`src/rtl/mcs_pkg.sv`:
```
// Package: constants and types for the major cycle state scheduler
package mcs_pkg;
  localparam int NUM_STATES = 8;
  localparam int STATE_W = 3;
  localparam int CLK_PERIOD_NS = 10;
  localparam int MINOR_NS = 200;
  localparam int MINOR_CLKS = (MINOR_NS + CLK_PERIOD_NS - 1) / CLK_PERIOD_NS;
  localparam int MINOR_CNT_W = 5;
  localparam logic [3:0] MINORS_PLAIN = 4'h8;
  localparam logic [3:0] MINORS_STORAGE = 4'h9;
  localparam int GPR_PER_STATE = 8;
  localparam int REGS_PER_STATE = 10;
  localparam int REG_SEL_W = 4;
  localparam logic [3:0] REG_COND = 4'h8;
  localparam logic [3:0] REG_PADDR = 4'h9;
  localparam int DATA_W = 16;
  localparam int ACCT_W = 32;
  localparam logic [7:0] IO_STATE_MASK = 8'h1d;
  localparam logic [2:0] ROLE_COMMS = 3'h0;
  localparam logic [2:0] ROLE_SELECTOR = 3'h2;
  localparam logic [2:0] ROLE_DISC = 3'h3;
  localparam logic [2:0] ROLE_EXEC = 3'h4;

  typedef enum logic [1:0] {
    MCS_IDLE = 2'b00,
    MCS_RUN = 2'b01
  } mcs_phase_type;

  typedef struct packed {
    logic valid;
    logic [STATE_W-1:0] state;
    logic storage;
  } mcs_grant_type;

  typedef struct packed {
    logic wr_en;
    logic [REG_SEL_W-1:0] sel;
    logic [DATA_W-1:0] data;
  } mcs_reg_req_type;
endpackage

```
`src/rtl/mcs_context_file.sv`:
```
// Per-state register context: eight GPRs, condition and program address
`timescale 1ns/10ps
module mcs_context_file #(
  parameter int NUM = 8,
  parameter int REGS = 10,
  parameter int DW = 16
) (
  input wire logic sys_clk_in,
  input wire logic [2:0] state_in,
  input wire mcs_pkg::mcs_reg_req_type req_in,
  input wire logic access_in,
  output logic [DW-1:0] rd_data_out
);
  logic [DW-1:0] mem_reg [NUM*REGS];
  wire [6:0] addr_idx = 7'(state_in * REGS) + 7'(req_in.sel);
  wire sel_ok = req_in.sel < 4'(REGS);

  // Only the granted state's set is touched
  always_ff @(posedge sys_clk_in) begin
    if (access_in && req_in.wr_en && sel_ok) begin
      mem_reg[addr_idx] <= req_in.data;
    end
    rd_data_out <= sel_ok ? mem_reg[addr_idx] : '0;
  end
endmodule

```
`src/rtl/mcs_scheduler.sv`:
```
// Major cycle scheduler: rotating grant over eight processor states
`timescale 1ns/10ps
module mcs_scheduler #(
  parameter int NUM = 8,
  parameter int ACCT_W = 32,
  parameter bit ACCT_EN = 1'b1
) (
  input wire logic sys_clk_in,
  input wire logic rst_n_in,
  input wire logic [7:0] req_in,
  input wire logic [7:0] storage_ref_in,
  input wire logic [7:0] urgent_in,
  input wire logic prio_mode_in,
  input wire logic consec_mode_in,
  input wire mcs_pkg::mcs_reg_req_type reg_req_in,
  input wire logic [2:0] acct_sel_in,
  output mcs_pkg::mcs_grant_type grant_out,
  output logic [7:0] grant_onehot_out,
  output logic cycle_end_out,
  output logic minor_tick_out,
  output logic [3:0] minor_idx_out,
  output logic [15:0] reg_rd_data_out,
  output logic [ACCT_W-1:0] acct_count_out
);
  ////////////////////////////////////////////////////////////////////////////////
  // Input synchronisers
  logic [7:0] req_s1_reg, req_s2_reg, urg_s1_reg, urg_s2_reg;
  logic [7:0] sto_s1_reg, sto_s2_reg;
  logic [1:0] mode_s1_reg, mode_s2_reg;

  always_ff @(posedge sys_clk_in or negedge rst_n_in) begin
    if (!rst_n_in) begin
      req_s1_reg <= 8'h00;
      req_s2_reg <= 8'h00;
      urg_s1_reg <= 8'h00;
      urg_s2_reg <= 8'h00;
      sto_s1_reg <= 8'h00;
      sto_s2_reg <= 8'h00;
      mode_s1_reg <= 2'h0;
      mode_s2_reg <= 2'h0;
    end else begin
      req_s1_reg <= req_in;
      req_s2_reg <= req_s1_reg;
      urg_s1_reg <= urgent_in;
      urg_s2_reg <= urg_s1_reg;
      sto_s1_reg <= storage_ref_in;
      sto_s2_reg <= sto_s1_reg;
      mode_s1_reg <= {prio_mode_in, consec_mode_in};
      mode_s2_reg <= mode_s1_reg;
    end
  end

  ////////////////////////////////////////////////////////////////////////////////
  // Minor cycle divider
  logic [mcs_pkg::MINOR_CNT_W-1:0] div_reg;
  wire div_wrap = div_reg == mcs_pkg::MINOR_CNT_W'(mcs_pkg::MINOR_CLKS - 1);
  wire [mcs_pkg::MINOR_CNT_W-1:0] div_next = div_wrap ? '0 : div_reg + 1'b1;

  always_ff @(posedge sys_clk_in or negedge rst_n_in) begin
    if (!rst_n_in) div_reg <= '0;
    else div_reg <= div_next;
  end

  ////////////////////////////////////////////////////////////////////////////////
  // Major cycle sequencing
  mcs_pkg::mcs_phase_type phase_reg, phase_next;
  logic [3:0] minor_reg, minor_next;
  logic [3:0] major_len_reg;
  logic [2:0] scan_reg;
  logic [2:0] last_reg;
  logic last_valid_reg;

  // Rotating search: first requester at or after start, ascending with wrap
  function automatic logic [3:0] pick_next(input logic [7:0] mask, input logic [2:0] start);
    logic [3:0] res;
    res = 4'h0;
    for (int k = NUM - 1; k >= 0; k--) begin
      if (mask[3'(start + 3'(k))]) res = {1'b1, 3'(start + 3'(k))};
    end
    return res;
  endfunction

  wire [7:0] req_w = req_s2_reg;
  wire lone_req = $onehot(req_w);
  wire hold_last = last_valid_reg && !(mode_s2_reg[0] && lone_req);
  // Exclude last grantee when others wait
  wire [7:0] excl_mask = (hold_last && (req_w & ~(8'h01 << last_reg)) != 8'h00) ?
                         (req_w & ~(8'h01 << last_reg)) : req_w;
  wire [7:0] urg_mask = excl_mask & urg_s2_reg & mcs_pkg::IO_STATE_MASK;
  wire [3:0] scan_pick = pick_next(excl_mask, scan_reg);
  wire [3:0] urg_pick = pick_next(urg_mask, 3'h0);
  wire use_urg = mode_s2_reg[1] && urg_pick[3];
  wire [3:0] win = use_urg ? urg_pick : scan_pick;
  wire minor_tick_w = div_wrap;
  wire major_end = minor_tick_w && (phase_reg == mcs_pkg::MCS_IDLE ||
                   minor_reg == major_len_reg - 4'h1);
  wire [3:0] len_pick = sto_s2_reg[win[2:0]] ? mcs_pkg::MINORS_STORAGE
                                             : mcs_pkg::MINORS_PLAIN;

  always_comb begin
    phase_next = phase_reg;
    minor_next = minor_reg;
    if (minor_tick_w) begin
      minor_next = major_end ? 4'h0 : minor_reg + 4'h1;
      if (major_end) phase_next = win[3] ? mcs_pkg::MCS_RUN : mcs_pkg::MCS_IDLE;
    end
  end

  always_ff @(posedge sys_clk_in or negedge rst_n_in) begin
    if (!rst_n_in) begin
      phase_reg <= mcs_pkg::MCS_IDLE;
      minor_reg <= 4'h0;
      major_len_reg <= mcs_pkg::MINORS_PLAIN;
      scan_reg <= 3'h0;
      last_reg <= 3'h0;
      last_valid_reg <= 1'b0;
      grant_out <= '0;
      grant_onehot_out <= 8'h00;
      cycle_end_out <= 1'b0;
      minor_tick_out <= 1'b0;
      minor_idx_out <= 4'h0;
    end else begin
      phase_reg <= phase_next;
      minor_reg <= minor_next;
      cycle_end_out <= major_end;
      minor_tick_out <= minor_tick_w;
      minor_idx_out <= minor_next;
      if (major_end) begin
        last_valid_reg <= win[3];
        last_reg <= win[2:0];
        major_len_reg <= win[3] ? len_pick : mcs_pkg::MINORS_PLAIN;
        if (win[3] && !use_urg) scan_reg <= win[2:0] + 3'h1;
        grant_out.valid <= win[3];
        grant_out.state <= win[2:0];
        grant_out.storage <= win[3] & sto_s2_reg[win[2:0]];
        grant_onehot_out <= win[3] ? (8'h01 << win[2:0]) : 8'h00;
      end
    end
  end

  ////////////////////////////////////////////////////////////////////////////////
  // Context registers and job accounting
  wire ctx_access = grant_out.valid;

  mcs_context_file #(
    .NUM(NUM),
    .REGS(mcs_pkg::REGS_PER_STATE),
    .DW(mcs_pkg::DATA_W)
  ) u_ctx (
    .sys_clk_in(sys_clk_in),
    .state_in(grant_out.state),
    .req_in(reg_req_in),
    .access_in(ctx_access),
    .rd_data_out(reg_rd_data_out)
  );

  logic [ACCT_W-1:0] acct_reg [NUM];
  genvar g;
  generate
    for (g = 0; g < NUM; g++) begin : g_acct
      always_ff @(posedge sys_clk_in or negedge rst_n_in) begin
        if (!rst_n_in) acct_reg[g] <= '0;
        else if (ACCT_EN && major_end && win[3] && win[2:0] == 3'(g))
          acct_reg[g] <= acct_reg[g] + 1'b1;
      end
    end
  endgenerate

  always_ff @(posedge sys_clk_in or negedge rst_n_in) begin
    if (!rst_n_in) acct_count_out <= '0;
    else acct_count_out <= acct_reg[acct_sel_in];
  end
endmodule

```
`config.mk`:
```
export PLATFORM = sky130hd
export DESIGN_NAME = mcs_scheduler
export DESIGN_NICKNAME = d
export VERILOG_FILES = /design/src/rtl/mcs_pkg.sv /design/src/rtl/mcs_context_file.sv /design/src/rtl/mcs_scheduler.sv
export SDC_FILE = /design/constraint.sdc
export NUM_CORES = 2
export LEC_CHECK = 0
export ABC_CLOCK_PERIOD_IN_PS = 21100
export BUFFER_PORTS_ARGS = -buffer_cell sky130_fd_sc_hd__clkbuf_2
export CORE_MARGIN = 1
export CORE_UTILIZATION = 29
export CTS_CLUSTER_SIZE = 20
export DETAILED_ROUTE_END_ITERATION = 8
export GPL_ROUTABILITY_DRIVEN = 0
export SLEW_MARGIN = 30
export SYNTH_ARGS = -nofsm -noshare
export SYNTH_HDL_FRONTEND = slang
export SYNTH_HIERARCHICAL = 1
export SYNTH_SLANG_ARGS = --single-unit
```
`constraint.sdc`:
```
create_clock -name sys_clk_in -period 21.1 [get_ports sys_clk_in]
set_input_delay 5.275 -clock sys_clk_in [delete_from_list [all_inputs] [get_ports sys_clk_in]]
set_output_delay 5.275 -clock sys_clk_in [all_outputs]
set_load 0.1 [all_outputs]
```
[After elaboration in Yosys (flattened, before gate mapping)]
Memory sizes are Yosys's and may differ from the RTL's. A register that Yosys moved wholly into a read port is not among the register bits.
Index checks and enable logic that the tools add are counted.
Word-level totals
  memories kept: 1
  output and inout port bits: 67
  memory bits (writable): 1280
  register bits after elaboration: 367
Cells by class
  multiply operators: 1
  equality and inequality tests: 10
  $add $sub $neg: 27
  muxes and demuxes: 43
  bitwise logic cells: 5
  magnitude comparators: 11
  shift operators: 2
  reduce and logical (&&, ||, !) cells: 26
Memories
  u_ctx.mem_reg: words 80, width 16, read ports 1, clocked after memory_dff 1, wr ports 1, RTL line mcs_context_file.sv:14  | logic [DW-1:0] mem_reg [NUM*REGS];
Operators by type and width (number)
  adder 32 x 1 -> 32 bit (second input constant): 8
  binary-select mux 32 bit (select 3 bit): 1
  2-to-1 mux 32 bit: 2
  2-to-1 mux 4 bit: 14
  < comparator 3 x 4 -> 1 bit (second input constant): 9
  binary-select mux 1 bit (select 3 bit): 9
  logical AND 1 bit: 17
  2-to-1 mux 8 bit: 2
  left shift 1 x 3 -> 8 bit (first input constant): 2
  2-to-1 mux 1 bit: 14
  adder 3 bit (second input constant): 4
  equality test 3 bit (second input constant): 4
  adder 1 x 1 -> 2 bit: 4
  bitwise AND 8 bit: 1
  inverter 8 bit: 1
  nonzero test 8 bit: 1
  adder 7 x 4 -> 7 bit: 1
  adder 2 x 2 -> 3 bit: 2
  adder 3 x 1 -> 3 bit (second input constant): 2
  adder 3 x 2 -> 3 bit (second input constant): 2
  equality test 3 x 2 -> 1 bit (second input constant): 2
  multiplier 3 x 3 -> 6 bit (second input constant): 1
  adder 5 x 1 -> 5 bit (second input constant): 1
  bitwise AND 5 bit: 1
  17 further kinds: 20

[Longest topological paths before layout]
  word-level depth: 24
  mapped depth: 30

[By module]
Netlist, hierarchy kept.
Modules (own cells, without submodules)
  mcs_context_file: cells an instance 2254, instances 1, area an instance 49846.6 um^2, sequential area each 38757.2 um^2
  mcs_scheduler: cells an instance 1689, instances 1, area an instance 19299.8 um^2, sequential area each 9008.6 um^2

[Worst setup path before layout]
No wires, ideal clock.
  path kind: input to register
  start point: input port reg_req_in[17] (netlist name)
  end point: memory u_ctx.mem_reg[70][0] (enable)
  arrival: 8.031 ns
  stages on the path: 9
  path buffers: 5
  setup slack: 12.680 ns
  cells stage by stage: ha_1 fa_1 buf_2 buf_2 buf_2 buf_4 buf_2 nand3_1 nor2_1
On the way
  word-level cells in the longest chain between the ends: 4
  elaborated cells on any way between the ends: 5
RTL lines
  start, declared: RTL line mcs_scheduler.sv:15  | input wire mcs_pkg::mcs_reg_req_type reg_req_in,
  < comparator 4 bit: RTL line mcs_context_file.sv:16  | wire sel_ok = req_in.sel < 4'(REGS);
  logical AND 1 bit: RTL line mcs_context_file.sv:20  | if (access_in && req_in.wr_en && sel_ok) begin
  2-to-1 mux 1 bit: RTL line mcs_context_file.sv:20
  2-to-1 mux 1 bit (not written as such): RTL line mcs_context_file.sv:21  | mem_reg[addr_idx] <= req_in.data;
  end, declared: RTL line mcs_context_file.sv:14
Parallel ways exist; a longest one is shown, timed or not.

[Worst setup path in the final report]
  start point: input port reg_req_in[17] (netlist name)
  end point: register u_ctx.rd_data_out[2] (read register of u_ctx.mem_reg)
On the way
  word-level cells in the longest chain between the ends: 2
  elaborated cells on any way between the ends: 3
RTL lines
  parallel branches: the longest is 2 deep, another holds adder 7 x 4 -> 7 bit
  end, declared: RTL line mcs_context_file.sv:12  | output logic [DW-1:0] rd_data_out
Several ways; the timed one is not identified.
A chain may end at the register's enable or synchronous reset.

==> results.md <==
* Final sum of negative setup slack at 0 ps
* Clk root buf: sky130_fd_sc_hd__clkbuf_16
* Vias in the first global route at 37800
* Area contributors post-synth: sky130_fd_sc_hd__edfxtp_1, sky130_fd_sc_hd__dfrtp_1, sky130_fd_sc_hd__mux4_2
* Synth Area in Simple Gates at 0.0740
* Detailed Route Iter0 Violations at ~3300
* Area share of xor/xnor cells in the synthesized design at 0.0329
* First-pass GRT wire length at 255000 um
* Share of synthesized area spent on multiplexers at 0.143
* Final clock skew at 62.8 ps
* Final worst-path cycle share at 0.450
* Antenna violations before repair at 5
* Crit path max fanout at 121
* Pin count of the biggest net entering global routing at 166
* Average routed wire per standard cell at 23.0 um
* Effective utilization at floorplan at 0.293
* Pre-antenna DRT Iters at 5
* Clock network latency to the later pin of the worst-skew pair at 800 ps
* Number of cells in the design after placement at approximately 7100
* CTS Sinks at 1656
* H-tree levels at 4
* Remaining Overflow, GRT at 0
* Global-route usage over all layers at 0.140
* Main combinational cell family by area after synthesis: multiplexers
* DP Area at 73800 um2
* Kind of critical path: input pin to register
* Flip-flop count of the largest register after layout at 1280
* Max-slew headroom at 0.314
* Maximum clock rate at 105 MHz
* # IOs at 119
* Leading cell type in the layout, fill and taps excluded: sky130_fd_sc_hd__edfxtp_1
* CP most frequent cell: sky130_fd_sc_hd__mux4_2
* Number of max-capacitance violations reported at 0
* Via count normalized by instance count at 5.05
* Syn_area_per_cell at 17.5 um2
* Routed WL at 171000 um
* Highest-count cells in the layout ignoring fill and taps: sky130_fd_sc_hd__edfxtp_1, sky130_fd_sc_hd__mux4_2, sky130_fd_sc_hd__dfrtp_1, sky130_fd_sc_hd__nand2_1, sky130_fd_sc_hd__xor2_1
* Area delta synth->final at 14.9%
* Count of input and output buffers at between 100 and 150
* Post-Syn Instances at approximately 3900
* Number of gates given a new drive strength after cts at 0
* Number of max-slew violations in the final report at 0
* Family with the most delay on the worst path: buffers and inverters
* Number of nets at the end of the flow at 4234
* Setup repair after global routing missed its margin: no
* Yosys cell types at 94
* Total DRC errors in the routed layout at 0
* Die Ht at 490 um
* Number of setup violations in the final report at 0
* Post-route antenna net violation count at 0
* Number of core rows at 178
* Portion of synthesized cell area occupied by the leading cell type at 0.556
* Longest individual stage delay on the worst path at approximately 950 ps
* Final Instance Count excl. Fillers at approximately 7400
* Syn_nets at approximately 4000
* Clock-pin slew of the registers on the worst-case setup and hold paths at ~60 ps
* Detailed-route via count at 37600
* Power density of the placed cells at 94.4 nW/um2
* DPL Wire Length at 105000 um
* Kind of launch point of the worst setup path: input pin
* Final Hold Fails at 0
* Number of flip-flops and latches in the synthesized netlist at 1656
* Share of cells above drive strength 1 at 0.244
* Critical path required time at 21720 ps
* Core area at 236000 um2
* Hold Crit Class: register to register
* TritonCTS buffer count at 163
* Portion of the post-synthesis area used by sequential elements at 0.691
* Final instance area at 79400 um2
* Type of element capturing the critical path: register
* Post-synth top flop: sky130_fd_sc_hd__edfxtp_1
* Actual transition at the worst max-transition pin at 1020 ps
* Adder and majority gate portion of the synthesized area at 0.00561
* Total setup buffers inserted after CTS at 0
* Crit-path slowest cell: sky130_fd_sc_hd__fa_4
* Static Leak at 0.0277 uW
* Cts hold-fix bufs at 0
* Compound-cell area share of the yosys netlist at 0.0341
* Arrival @ worst endpoint at 10120 ps
* Combined buffer and inverter count along the critical path at 3
* Die W at 490 um
* Outcome: finished clean
* Top cell type by total area after synthesis: sky130_fd_sc_hd__edfxtp_1
* Overall die area at 240000 um2
* Number of enable-type register cells in the synthesized netlist at 1280
* Critical Path, Cell by Cell: clkbuf_2 -> ha_4 -> fa_4 -> buf_12 -> buf_4 -> mux4_2 -> mux4_2 -> o2111ai_1 -> a31oi_1
* Ys async rst share at 0.217
* Synth warn at 6
* VDD IR max at 0.0743 mV
* Post-layout minimum cycle time at 9500 ps
* Longest Clk Path Bufs at 3
* Post-synth design cell area at 69100 um2
* CTS tree: built
==> Yosys cell counts (29+ instances only) <==
library cell               instances
sky130_fd_sc_hd__a221oi_1         33
sky130_fd_sc_hd__a22oi_1          29
sky130_fd_sc_hd__and3_1           51
sky130_fd_sc_hd__buf_2            73
sky130_fd_sc_hd__buf_4            34
sky130_fd_sc_hd__clkbuf_1         82
sky130_fd_sc_hd__dfrtp_1         360
sky130_fd_sc_hd__edfxtp_1       1280
sky130_fd_sc_hd__inv_1            50
sky130_fd_sc_hd__mux2_2           52
sky130_fd_sc_hd__mux2i_1          83
sky130_fd_sc_hd__mux4_2          376
sky130_fd_sc_hd__nand2_1         186
sky130_fd_sc_hd__nand3_1         150
sky130_fd_sc_hd__nand4_1          63
sky130_fd_sc_hd__nor2_1          163
sky130_fd_sc_hd__nor3_1           68
sky130_fd_sc_hd__nor4_1           60
sky130_fd_sc_hd__nor4_2           52
sky130_fd_sc_hd__o21ai_0          39
sky130_fd_sc_hd__o22ai_1          32
sky130_fd_sc_hd__xnor2_1          83
sky130_fd_sc_hd__xor2_1          173
==> final cells by class <==
type | instances | area [um2]
well taps | 3150 | 3940
flip-flops and latches | 1656 | 47800
clock buffers | 215 | 4410
fillers | 22400 | 157000
diodes | 3 | 7.51
repair buffers | 267 | 1910
clock inverters | 86 | 1020
inverters | 53 | 199
multi-input cells | 2013 | 20200
==> cells by family (layout without fill, tap and decap cells) <==
logic type                 after synthesis  in the layout
and+or+nand+nor                        904            904
xor gates and xnor gates               258            258
AOI/OAI and AO/OA                      311            311
DFF                                   1656           1656
adders and majority gates               28             28
other                                    0              3
buffers and inverters                  274            621
muxes                                  512            512
==> report_power, final <==
| part | internal (uW) | total [uW] | switching [uW] |
|---|---|---|---|
| clock | 1660 | 2940 | 1280 |
| combinational | 304 | 988 | 684 |
| sequential | 3550 | 3570 | 21.0 |
==> worst register-to-register path, delay by kind of cell, from the launching register on <==
kind | cells | cell delay (ps)
flops | 1 | 490
compound gates | 7 | 2330
simple gates | 4 | 1270
fa+ha+maj | 5 | 2000
mux | 1 | 320
buf+inv | 5 | 1480
==> stage by stage <==
step / total power (uW) / utilization / setup WS (ps) / hold WS [ps]
6_report: 7500 / 0.336 / 11600 / 345
4_1_cts: 7570 / 0.336 / 11610 / 351
3_5_place_dp: 4630 / 0.313 / 10720 / 336
5_1_grt: 7740 / 0.336 / 11540 / 357
2_1_floorplan: 4270 / - / 12680 / 331
3_3_place_gp: 4630 / 0.312 / 10550 / 334
==> layer usage <==
metal,global-route usage,wire length (um)
met3,0.0258,11100
met1,0.193,73500
met5,0,0
met2,0.224,81200
met4,0.0466,5390
==> final timing paths <==
kind	startpoint	depth (start not counted)	end	slack (ps)
worst max-delay path	reg_req_in[17]	9	u_ctx/rd_data_out[2]	11600
min in group asynchronous	rst_n_in	1	acct_count_out[7]	4340
worst min register to register	req_s1_reg[3]	0	req_s2_reg[3]	350
worst min-delay path	req_s1_reg[3]	0	req_s2_reg[3]	350
max in group asynchronous	rst_n_in	4	acct_reg[153]	14860
worst max register to register	req_s2_reg[0]	22	acct_reg[1]	13040
Note: power is estimated with default switching activity, not from simulation.
